**config.mk**
```make
export PLATFORM = sky130hd
export DESIGN_NAME = counter_array_watchdog
export DESIGN_NICKNAME = d
export VERILOG_FILES = /design/src/core/counter_array_pkg.sv /design/src/core/counter_array_watchdog.sv
export SDC_FILE = /design/constraint.sdc
export NUM_CORES = 1
export LEC_CHECK = 0
export BUFFER_PORTS_ARGS = -buffer_cell sky130_fd_sc_hd__buf_2
export CAP_MARGIN = 25
export CORE_ASPECT_RATIO = 0.9
export CORE_UTILIZATION = 40
export DETAILED_ROUTE_END_ITERATION = 10
export PLACE_DENSITY = 0.67
export SYNTH_ARGS = -nofsm -noshare
export SYNTH_HDL_FRONTEND = slang
export SYNTH_SLANG_ARGS = --single-unit
```
**constraint.sdc**
```tcl
create_clock -name clk -period 3.5 [get_ports clk]
set_input_delay 0.7 -clock clk [delete_from_list [all_inputs] [get_ports clk]]
set_output_delay 0.7 -clock clk [all_outputs]
set_load 0.01 [all_outputs]
```
**src/core/counter_array_pkg.sv**
```systemverilog
// constants, layouts and types shared by the counter array watchdog
package counter_array_pkg;
   // register indices; byte address is four times the index
   localparam logic [7:0] IDX_CTRL = 8'hD8;
   localparam logic [7:0] IDX_MODE = 8'hD9;
   localparam logic [7:0] IDX_CPM4 = 8'hDE;
   localparam logic [7:0] IDX_CNT_LO = 8'hF9;
   localparam logic [7:0] IDX_CNT_HI = 8'hFA;
   localparam logic [7:0] IDX_OFFSET = 8'hFD;
   localparam logic [7:0] IDX_UPDATE = 8'hFE;
   localparam int ADDR_W = 10;
   localparam logic [1:0] WORD_LSB = 2'h0;

   // control/flag register fields
   localparam int CTRL_OVF = 7;
   localparam int CTRL_RUN = 6;
   localparam int CTRL_UNUSED = 5;
   localparam int CTRL_MODULE4_MATCH_FLAG = 4;
   localparam logic [7:0] CTRL_RESET = 8'h00;

   // module 4 mode register fields
   localparam int CPM_ECOM = 6;
   localparam int CPM_MAT = 3;
   localparam int CPM_ECCF = 0;
   localparam logic [7:0] CPM_RESET = 8'h00;
   // software timer: comparator and match on
   localparam logic [7:0] CPM_SW_TIMER = 8'h48;

   localparam logic [7:0] MODE_RESET = 8'h40;
   localparam logic [7:0] BYTE_ZERO = 8'h00;
   localparam logic [7:0] BYTE_FULL = 8'hFF;
   localparam logic [15:0] CNT_RESET = 16'h0000;
   localparam logic [15:0] CNT_LAST = 16'hFFFF;

   // counter clock sources
   localparam logic [2:0] CS_DIV12 = 3'h0;
   localparam logic [2:0] CS_DIV4 = 3'h1;
   localparam logic [2:0] CS_TIMER0 = 3'h2;
   localparam logic [2:0] CS_EXT_FALL = 3'h3;
   localparam logic [2:0] CS_SYSCLK = 3'h4;
   localparam logic [2:0] CS_EXT_DIV8 = 3'h5;
   localparam logic [3:0] DIV12_LAST = 4'hB;
   localparam logic [3:0] PRESC_RESET = 4'h0;
   localparam logic [1:0] DIV4_LAST = 2'h3;
   localparam logic [2:0] DIV8_LAST = 3'h7;
   localparam logic [2:0] DIV8_RESET = 3'h0;

   // mode register layout, bit 7 down to bit 0
   typedef struct packed {
      logic idle_suspend;
      logic watchdog_enable;
      logic watchdog_lock;
      logic unused;
      logic [2:0] counter_clock_select;
      logic overflow_irq_en;
   } mode_s;
endpackage

```
**src/core/counter_array_watchdog.sv**
```systemverilog
// counter array with module 4 watchdog behind an apb slave
`timescale 1ns/1ns
module counter_array_watchdog (
   input wire logic clk,
   input wire logic rst_b,
   input wire logic psel,
   input wire logic penable,
   input wire logic pwrite,
   input wire logic [counter_array_pkg::ADDR_W-1:0] paddr,
   input wire logic [31:0] pwdata,
   output logic [31:0] prdata,
   output logic pready,
   output logic pslverr,
   input wire logic cpu_idle,
   input wire logic timer0_overflow,
   input wire logic [3:0] module_hit,
   input wire logic [3:0] module_irq_en,
   input wire logic ext_count_pin,
   input wire logic ext_clock_pin,
   output logic array_irq,
   output logic watchdog_reset_req
);
   logic rst_meta_r;
   logic rst_sync_b;
   logic [1:0] pin_meta_r;
   logic [1:0] pin_sync_r;
   logic [1:0] pin_last_r;

   logic [7:0] ctrl_r;
   logic [7:0] ctrl_nxt;
   counter_array_pkg::mode_s mode_r;
   counter_array_pkg::mode_s mode_nxt;
   logic [7:0] cpm4_r;
   logic [7:0] cpm4_nxt;
   logic [15:0] cnt_r;
   logic [15:0] cnt_nxt;
   logic [7:0] snap_r;
   logic [7:0] snap_nxt;
   logic [7:0] offset_r;
   logic [7:0] offset_nxt;
   logic [7:0] update_r;
   logic [7:0] update_nxt;
   logic [3:0] presc_r;
   logic [3:0] presc_nxt;
   logic [2:0] div8_r;
   logic [2:0] div8_nxt;
   logic [31:0] prdata_nxt;
   logic pready_nxt;
   logic pslverr_nxt;
   logic irq_nxt;
   logic wdr_nxt;

   logic wdt_on;
   logic run;
   logic tick;
   logic low_wrap;
   logic [7:0] cpm4_eff;
   logic [7:0] idx;
   logic mapped;
   logic rd_setup;
   logic acc;
   logic wr;
   logic rd;
   logic [7:0] wb;
   logic [7:0] rd_byte;
   logic expire;
   logic force_rst;
   logic m4_match;
   logic ext_fall;
   logic ext_rise;
   counter_array_pkg::mode_s wb_mode;

   // async assert, synchronous release
   always_ff @(posedge clk or negedge rst_b) begin
      if (!rst_b) begin
         rst_meta_r <= 1'b0;
         rst_sync_b <= 1'b0;
      end else begin
         rst_meta_r <= 1'b1;
         rst_sync_b <= rst_meta_r;
      end
   end

   // two-flop synchronisers for the external count pins
   genvar gi;
   generate
      for (gi = 0; gi < 2; gi++) begin : g_pin
         always_ff @(posedge clk or negedge rst_sync_b) begin
            if (!rst_sync_b) begin
               pin_meta_r[gi] <= 1'b0;
               pin_sync_r[gi] <= 1'b0;
               pin_last_r[gi] <= 1'b0;
            end else begin
               pin_meta_r[gi] <= gi == 0 ? ext_count_pin : ext_clock_pin;
               pin_sync_r[gi] <= pin_meta_r[gi];
               pin_last_r[gi] <= pin_sync_r[gi];
            end
         end
      end
   endgenerate

   assign ext_fall = pin_last_r[0] & ~pin_sync_r[0];
   assign ext_rise = pin_sync_r[1] & ~pin_last_r[1];

   // enable or lock turns the watchdog on
   assign wdt_on = mode_r.watchdog_enable | mode_r.watchdog_lock;
   // forced running; run control; idle suspend
   assign run = (ctrl_r[counter_array_pkg::CTRL_RUN] | wdt_on) & ~(mode_r.idle_suspend & cpu_idle);

   // counter clock selection, divide by 12 by default
   always_comb begin
      unique case (mode_r.counter_clock_select)
         counter_array_pkg::CS_DIV12: tick = presc_r == counter_array_pkg::DIV12_LAST;
         counter_array_pkg::CS_DIV4: tick = presc_r[1:0] == counter_array_pkg::DIV4_LAST;
         counter_array_pkg::CS_TIMER0: tick = timer0_overflow;
         counter_array_pkg::CS_EXT_FALL: tick = ext_fall;
         counter_array_pkg::CS_SYSCLK: tick = 1'b1;
         counter_array_pkg::CS_EXT_DIV8: tick = ext_rise & (div8_r == counter_array_pkg::DIV8_LAST);
         default: tick = 1'b0;
      endcase
   end

   assign low_wrap = run & tick & (cnt_r[7:0] == counter_array_pkg::BYTE_FULL);
   // module 4 is a software timer while the watchdog runs
   assign cpm4_eff = wdt_on ? counter_array_pkg::CPM_SW_TIMER : cpm4_r;
   // expiry: low byte wraps while update byte equals counter high
   assign expire = wdt_on & low_wrap & (update_r == cnt_r[15:8]);
   assign m4_match = ~wdt_on & cpm4_eff[counter_array_pkg::CPM_ECOM] & cpm4_eff[counter_array_pkg::CPM_MAT]
      & run & tick & (cnt_r == {update_r, offset_r});

   // apb decode; one wait state, effects at the edge that samples pready
   assign idx = paddr[counter_array_pkg::ADDR_W-1:2];
   assign mapped = paddr[1:0] == counter_array_pkg::WORD_LSB
      && (idx == counter_array_pkg::IDX_CTRL || idx == counter_array_pkg::IDX_MODE
      || idx == counter_array_pkg::IDX_CPM4 || idx == counter_array_pkg::IDX_CNT_LO
      || idx == counter_array_pkg::IDX_CNT_HI || idx == counter_array_pkg::IDX_OFFSET
      || idx == counter_array_pkg::IDX_UPDATE);
   assign rd_setup = psel & penable & ~pready;
   assign acc = psel & penable & pready & mapped;
   assign wr = acc & pwrite;
   assign rd = acc & ~pwrite;
   assign wb = pwdata[7:0];
   assign wb_mode = wb;
   // writing 1 to the module 4 flag forces a reset while the watchdog is on
   assign force_rst = wdt_on & wr & (idx == counter_array_pkg::IDX_CTRL) & wb[counter_array_pkg::CTRL_MODULE4_MATCH_FLAG];

   always_comb begin
      unique case (idx)
         // run control reads only the software copy; bit 5 reads zero
         counter_array_pkg::IDX_CTRL: rd_byte = ctrl_r;
         counter_array_pkg::IDX_MODE: rd_byte = mode_r;
         counter_array_pkg::IDX_CPM4: rd_byte = cpm4_eff;
         counter_array_pkg::IDX_CNT_LO: rd_byte = cnt_r[7:0];
         counter_array_pkg::IDX_CNT_HI: rd_byte = snap_r;
         counter_array_pkg::IDX_OFFSET: rd_byte = offset_r;
         counter_array_pkg::IDX_UPDATE: rd_byte = update_r;
         default: rd_byte = counter_array_pkg::BYTE_ZERO;
      endcase
   end

   always_comb begin
      ctrl_nxt = ctrl_r;
      mode_nxt = mode_r;
      cpm4_nxt = cpm4_r;
      cnt_nxt = cnt_r;
      snap_nxt = snap_r;
      offset_nxt = offset_r;
      update_nxt = update_r;
      presc_nxt = presc_r == counter_array_pkg::DIV12_LAST ? counter_array_pkg::PRESC_RESET : presc_r + 4'h1;
      div8_nxt = ext_rise ? div8_r + 3'h1 : div8_r;
      pready_nxt = psel & penable & ~pready;
      pslverr_nxt = rd_setup & ~mapped;
      prdata_nxt = prdata;
      if (rd_setup) begin
         prdata_nxt = {24'h000000, mapped ? rd_byte : counter_array_pkg::BYTE_ZERO};
      end
      if (rd && idx == counter_array_pkg::IDX_CNT_LO) begin
         snap_nxt = cnt_r[15:8];
      end
      if (run && tick) begin
         cnt_nxt = cnt_r + 16'h0001;
      end
      if (wr) begin
         unique case (idx)
            counter_array_pkg::IDX_CTRL: begin
               // stored only; the watchdog overrides the running state
               ctrl_nxt[counter_array_pkg::CTRL_RUN] = wb[counter_array_pkg::CTRL_RUN];
               ctrl_nxt[counter_array_pkg::CTRL_OVF] = wb[counter_array_pkg::CTRL_OVF];
               ctrl_nxt[3:0] = wb[3:0];
               if (!wdt_on) begin
                  ctrl_nxt[counter_array_pkg::CTRL_MODULE4_MATCH_FLAG] = wb[counter_array_pkg::CTRL_MODULE4_MATCH_FLAG];
               end
            end
            counter_array_pkg::IDX_MODE: begin
               // clock select and idle suspend frozen while on
               if (!wdt_on) begin
                  mode_nxt.idle_suspend = wb_mode.idle_suspend;
                  mode_nxt.counter_clock_select = wb_mode.counter_clock_select;
               end
               // lock is sticky; unlocked enable clear turns it off
               mode_nxt.watchdog_lock = mode_r.watchdog_lock | wb_mode.watchdog_lock;
               mode_nxt.watchdog_enable = wb_mode.watchdog_enable;
               mode_nxt.overflow_irq_en = wb_mode.overflow_irq_en;
            end
            counter_array_pkg::IDX_CPM4: begin
               if (!wdt_on) begin
                  cpm4_nxt = wb;
               end
            end
            counter_array_pkg::IDX_CNT_LO: begin
               if (!wdt_on) begin
                  cnt_nxt[7:0] = wb;
               end
            end
            counter_array_pkg::IDX_CNT_HI: begin
               if (!wdt_on) begin
                  cnt_nxt[15:8] = wb;
               end
            end
            counter_array_pkg::IDX_OFFSET: begin
               offset_nxt = wb;
               if (!wdt_on) begin
                  cpm4_nxt[counter_array_pkg::CPM_ECOM] = 1'b0;
               end
            end
            counter_array_pkg::IDX_UPDATE: begin
               // refresh loads counter high plus offset
               if (wdt_on) begin
                  update_nxt = cnt_r[15:8] + offset_r;
               end else begin
                  update_nxt = wb;
                  cpm4_nxt[counter_array_pkg::CPM_ECOM] = 1'b1;
               end
            end
            default: begin
            end
         endcase
      end
      // overflow flag; set wins over a clear in the same cycle
      if (run && tick && cnt_r == counter_array_pkg::CNT_LAST) begin
         ctrl_nxt[counter_array_pkg::CTRL_OVF] = 1'b1;
      end
      // hardware sets match flags; only software clears them
      ctrl_nxt[3:0] = ctrl_nxt[3:0] | module_hit;
      if (m4_match) begin
         ctrl_nxt[counter_array_pkg::CTRL_MODULE4_MATCH_FLAG] = 1'b1;
      end
      ctrl_nxt[counter_array_pkg::CTRL_UNUSED] = 1'b0;
      irq_nxt = (ctrl_r[counter_array_pkg::CTRL_OVF] & mode_r.overflow_irq_en)
         | (ctrl_r[counter_array_pkg::CTRL_MODULE4_MATCH_FLAG] & cpm4_eff[counter_array_pkg::CPM_ECCF])
         | (|(ctrl_r[3:0] & module_irq_en));
      wdr_nxt = expire | force_rst;
   end

   always_ff @(posedge clk or negedge rst_sync_b) begin
      if (!rst_sync_b) begin
         ctrl_r <= counter_array_pkg::CTRL_RESET;
         // enable set, lock clear at reset
         mode_r <= counter_array_pkg::MODE_RESET;
         cpm4_r <= counter_array_pkg::CPM_RESET;
         cnt_r <= counter_array_pkg::CNT_RESET;
         snap_r <= counter_array_pkg::BYTE_ZERO;
         offset_r <= counter_array_pkg::BYTE_ZERO;
         update_r <= counter_array_pkg::BYTE_ZERO;
         presc_r <= counter_array_pkg::PRESC_RESET;
         div8_r <= counter_array_pkg::DIV8_RESET;
         prdata <= 32'h00000000;
         pready <= 1'b0;
         pslverr <= 1'b0;
         array_irq <= 1'b0;
         watchdog_reset_req <= 1'b0;
      end else begin
         ctrl_r <= ctrl_nxt;
         mode_r <= mode_nxt;
         cpm4_r <= cpm4_nxt;
         cnt_r <= cnt_nxt;
         snap_r <= snap_nxt;
         offset_r <= offset_nxt;
         update_r <= update_nxt;
         presc_r <= presc_nxt;
         div8_r <= div8_nxt;
         prdata <= prdata_nxt;
         pready <= pready_nxt;
         pslverr <= pslverr_nxt;
         array_irq <= irq_nxt;
         watchdog_reset_req <= wdr_nxt;
      end
   end
endmodule

```
# Word-level counts from Yosys, hierarchy flattened
# Cells that the tools add are included.
# totals
register_bits	89
output_inout_bits	36
word_cells	148
# classes
addsub	4
eq_ne	23
muxes	23
n_bitwise	41
reduce_logical	27
# op_table
cell	n
$eq 8x8->1 const B	8
$mux 8	7
$pmux 8 s7	1
$mux 16	2
$and 1x1->1	26
$add 16x1->16 const B	1
$eq 16x16->1	1
$eq 16x16->1 const B	1
$mux 5	2
$reduce_and 2->1	5
$eq 3x3->1 const B	3
$reduce_and 3->1	3
$add 8x8->8	1
$eq 8x8->1	1
$reduce_bool 2->1	4
$mux 7	1
$not 1->1	7
$eq 3x2->1 const B	2
$logic_or 1x1->1	6
$ne 2x2->1 const B	3
$or 1x1->1	6
$pmux 1 s6	1
$mux 1	5
$reduce_and 5->1	1
16 further kinds	20

# Depth between registers and ports, before layout
# logic_depth
depth_word	14
ltp_mapped	9
mapped_depth_nobuf	9

# Worst setup path before layout
# OpenSTA, ideal clock, no wires.
# synth_path
path_type	input port to flip-flop
start	input port paddr[3] in the netlist's numbering
end	register cpm4_r[0]
arrival_time_ps	2363
required_time_ps	3375
setup_slack_ps	1012
path_stages	8
path_buffers	3
path_cell_list	buf_2 -> nor2b_1 -> buf_2 -> nand2_1 -> or3_1 -> or4_4 -> buf_6 -> mux2_4
# synth_between
elab_chain_len	11
elab_cells_between_ends	17
cone_classes	eq/ne: 7; bitwise: 2; reduce/logical: 8
# synth_rtl
element	line_no	text
start, declared	counter_array_watchdog.sv:9	input wire logic [counter_array_pkg::ADDR_W-1:0] paddr,
$eq 8x8->1	counter_array_watchdog.sv:134	&& (idx == counter_array_pkg::IDX_CTRL || idx == counter_array_pkg::IDX_MODE
$logic_or 1x1->1	counter_array_watchdog.sv:134	
$logic_or 1x1->1 (2 in series)	counter_array_watchdog.sv:135	|| idx == counter_array_pkg::IDX_CPM4 || idx == counter_array_pkg::IDX_CNT_LO
$logic_or 1x1->1 (2 in series)	counter_array_watchdog.sv:136	|| idx == counter_array_pkg::IDX_CNT_HI || idx == counter_array_pkg::IDX_OFFSET
$logic_or 1x1->1	counter_array_watchdog.sv:137	|| idx == counter_array_pkg::IDX_UPDATE);
$logic_and 1x1->1	counter_array_watchdog.sv:134	
$and 1x1->1	counter_array_watchdog.sv:139	assign acc = psel & penable & pready & mapped;
$and 1x1->1	counter_array_watchdog.sv:140	assign wr = acc & pwrite;
$reduce_and 3->1 (no source line) *	n/a	
end signal, assigned	counter_array_watchdog.sv:260	cpm4_r <= counter_array_pkg::CPM_RESET;
end signal, assigned	counter_array_watchdog.sv:275	cpm4_r <= cpm4_nxt;
end, declared	counter_array_watchdog.sv:33	logic [7:0] cpm4_r;
# Every way passes the cells marked *; elsewhere a longest branch is shown, timed or not.
# A chain may end at the register's enable or synchronous reset.

# Worst setup path after layout
# layout_path
start	register mode_r[6] in the netlist's numbering
end	register cnt_r[13]
# layout_between
elab_chain_len	8
# layout_rtl
element	line_no	text
start, declared	counter_array_watchdog.sv:31	counter_array_pkg::mode_s mode_r;
start signal, assigned	counter_array_watchdog.sv:259	mode_r <= counter_array_pkg::MODE_RESET;
start signal, assigned	counter_array_watchdog.sv:274	mode_r <= mode_nxt;
$or 1x1->1 *	counter_array_watchdog.sv:106	assign wdt_on = mode_r.watchdog_enable | mode_r.watchdog_lock;
$or 1x1->1	counter_array_watchdog.sv:108	assign run = (ctrl_r[counter_array_pkg::CTRL_RUN] | wdt_on) & ~(mode_r.idle_suspend & cpu_idle);
$and 1x1->1	counter_array_watchdog.sv:108	
$logic_and 1x1->1	counter_array_watchdog.sv:180	if (run && tick) begin
$mux 16	counter_array_watchdog.sv:180	
$mux 8	counter_array_watchdog.sv:216	if (!wdt_on) begin
$mux 8	counter_array_watchdog.sv:184	unique case (idx)
$mux 16 *	counter_array_watchdog.sv:183	if (wr) begin
via cnt_nxt[13]	counter_array_watchdog.sv:36	logic [15:0] cnt_nxt;
end signal, assigned	counter_array_watchdog.sv:261	cnt_r <= counter_array_pkg::CNT_RESET;
end signal, assigned	counter_array_watchdog.sv:276	cnt_r <= cnt_nxt;
end, declared	counter_array_watchdog.sv:35	logic [15:0] cnt_r;
# The timed path passes the listed nets; every way through them passes the cells marked *.

==> key figures <==
Worst setup path
  • Worst-path fanout max: 8
  • Critical path class: flip-flop to flip-flop
  • Required @ worst endpoint: approximately 3.7 ns
  • CP Capture Type: flip-flop
  • Worst EP arrival: 2.80 ns
  • CP Launch Type: flip-flop

Floorplan
  • Row count: 38
  • Ports: 95
  • Die Span X: 121 µm
  • Starting Density: 0.415
  • Die Area: roughly 13,000 µm²
  • Core ar.: 12,200 µm²
  • Die Y: about 110 µm

Place
  • I/O Buffers: 46
  • DP HPWL: 10,000 µm
  • Dpl cells: approximately 700
  • Placer Congestion: 0.918

Detailed routing
  • Pre-antenna DRT Iters: 5
  • Initial DRC count: 336
  • Via density per instance: about 5.7
  • DRT Wirelength: 13,400 µm
  • ANT nets after route: 0
  • Drt wl/cell: ~19 µm
  • Vias: between 4k and 5k
  • Drt drc: 0

GRT
  • Gr ovfl total: 0
  • Number of global-route vias before repair: 4,065
  • Total track usage: 0.221
  • Antenna violations before repair: 0
  • Largest net degree at the start of global routing: 50
  • First-pass GRT wire length: 21,800 µm

Synthesis
  • Syn avg cell area: 9.97 µm²
  • Yosys reg bits: 89
  • Post-synthesis mux area share: 0.117
  • Mapped Area: between 5000 and 6000 µm²
  • Post-Synthesis Cells: 509
  • Compound-Gate Fraction of Synth Area: 0.122
  • Part of the Yosys area used for sequential elements: 0.439
  • Ys async rst share: 1.00
  • Ys flop type: dfrtp_1
  • Netlist cell types: 59
  • Simple-Gate Fraction of Synth Area: 0.166
  • Largest family of logic cells by synthesized area: simple AND/OR/NAND/NOR gates
  • Synth warn: 0
  • Post-synthesis adder-cell area fraction: 0.0311
  • EDFF count, synth: 0
  • Xor and xnor area share after synthesis: 0.0621

CTS
  • Later-pin clock latency in the skew report: 0.34 ns
  • Clk sinks: 89
  • H-tree Lvls: 3
  • Clock transition at path regs: 0.07 ns
  • Clk buf depth: 2
  • Cts repair resizes: 0
  • Cts bufs inserted: 9
  • Root Buffer: clkbuf_16
  • Hold-fix buffers at CTS: 0
  • Postcts setup bufs: 0
  • CTS tree: built

Power and ir drop
  • Sequential power share: 0.506
  • Comb power frac: 0.074
  • Maximum VDD drop: around 0.25 mV
  • Pint: 0.00159 W
  • NetSw: between 0.0005 and 0.0006 W
  • Cell area power density: ~380 nW/µm²
  • Clock share of power: 0.420
  • Leakage power: 2.50 nW
  • Sw Ratio: 0.251

Cells and area
  • Commonest non-fill, non-tap cell in the layout: dfrtp_1
  • Layout area overhead: 11.7%
  • Share of cells above drive strength 1: 0.210
  • Most frequent cells in the layout: 87 x dfrtp_1, 48 x nand2_1, 46 x buf_2
  • Finished Layout Cells: 717
  • Inserted Diodes: 0
  • Nets: 623

Timing
  • Final count of hold timing violations: 0
  • RSZ-0062 raised after global routing: false
  • Final setup fails: 0
  • FMAX: 389 MHz
  • Period utilization: 0.734
  • Setup TNS: 0 ns
  • Worst-margin pin slew: 0.781 ns
  • Clk_skew: 0.00633 ns
  • Fin. max-slew vios: 0
  • Tmin final: 2.57 ns
  • Slew HR: 0.476

Status
  • Outcome: finished clean

Job
  • MaxCap Viol Count: 0

Hold path
  • Worst min path class: input port to asynchronous set/reset pin
## metal layers
metal / vias to the layer above / part of all wire / wire length, µm / track usage
met1: 1993 / 0.45 / 6020 / 0.304
li1: 1857 / - / - / -
met5: - / 0 / 0 / 0
met4: 0 / 0.020 / 272 / 0.0776
met3: 28 / 0.080 / 1070 / 0.0539
met2: 195 / 0.45 / 6020 / 0.340
## through the flow
stage | utilization | total power (W) | hold WS [ns] | area [µm²] | worst slack (ns)
global placement | 0.439 | 0.00124 | 0.332 | 5370 | 0.842
floorplan | - | 0.00120 | 0.331 | 5160 | 0.839
finish | 0.464 | 0.00213 | 0.133 | 5670 | 0.931
detailed placement | 0.442 | 0.00125 | 0.341 | 5400 | 0.830
global route | 0.464 | 0.00221 | 0.130 | 5670 | 0.775
CTS | 0.464 | 0.00214 | 0.128 | 5670 | 0.957
## path summary, 6_finish.rpt
kind | slack (ns) | start | to | cells after the start
worst max-delay path | 0.93 | mode_r[6] | cnt_r[13] | 6
worst min-delay path | 0.13 | rst_b | rst_sync_b | 1
worst max register to register | 0.93 | mode_r[6] | cnt_r[13] | 6
worst min register to register | 0.31 | rst_sync_b | ctrl_r[4] | 0
max in group asynchronous | 2.53 | rst_sync_b | mode_r[6] | 1
min in group clk | 0.36 | pin_meta_r[1] | pin_sync_r[1] | 0
## registers in the layout, summed over array words and instances, names as in the netlist
register            flops
update_r                8
pready                  1
array_irq               1
rst_sync_b              1
prdata                  8
cnt_r                  16
mode_r                  7
rst_meta_r              1
presc_r                 4
pslverr                 1
cpm4_r                  8
ctrl_r                  7
snap_r                  8
pin_last_r              2
div8_r                  3
offset_r                8
watchdog_reset_req      1
pin_sync_r              2
pin_meta_r              2
## worst max-delay path, stage by stage, from the launching register on
cell       delay (ns)
dfstp_2          0.54
or2_1            0.39
a2bb2oi_1        0.58
nand4_1          0.26
nor3_1           0.32
xnor2_1          0.10
mux2_2           0.26
## power by group through the flow
stage	logic [W]	registers [W]	clock network (W)
final	0.000158	0.00108	0.000893
after global routing	0.000177	0.00108	0.000952
after CTS	0.000157	0.00108	0.000905
after detailed placement	0.000156	0.00110	0
after global placement	0.000135	0.00110	0
after floorplan	0.000103	0.00110	0
## final cells by class
class / instances / area (µm²)
fill: 1130 / 6550
multi-input combinational: 390 / 2620
sequential: 89 / 2230
timing repair buffer: 54 / 310
clock buffer: 10 / 229
tap: 160 / 200
clock inverter: 6 / 45.0
inverter: 8 / 30.0
## cells in the mapped netlist, types with 5 or more instances
library cell | count | share of area
dfrtp_1 | 88 | 0.43
nand2_1 | 48 | 0.036
nor2_1 | 34 | 0.025
o21ai_0 | 34 | 0.034
mux2_2 | 31 | 0.069
xnor2_1 | 27 | 0.047
a21oi_1 | 25 | 0.025
buf_4 | 24 | 0.036
nor3_1 | 17 | 0.017
clkbuf_1 | 15 | 0.011
mux2i_1 | 14 | 0.028
nand3_1 | 14 | 0.014
ha_1 | 11 | 0.027
nand4_1 | 10 | 0.012
nor2b_1 | 10 | 0.012
xor2_1 | 9 | 0.016
a221oi_1 | 8 | 0.014
inv_1 | 8 | 0.0059
nand2b_1 | 8 | 0.0099
mux2_4 | 7 | 0.021
a31oi_1 | 5 | 0.0062
## cells by family after synthesis
logic type,count (synthesis)
other,2
AO/OA/AOI/OAI,99
AND/OR/NAND/NOR,166
buffers and inverters,53
XOR/XNOR,36
flip-flops,89
multiplexers,52
adder cells (fa/ha/maj),12
(Power assumes the default switching activity.)
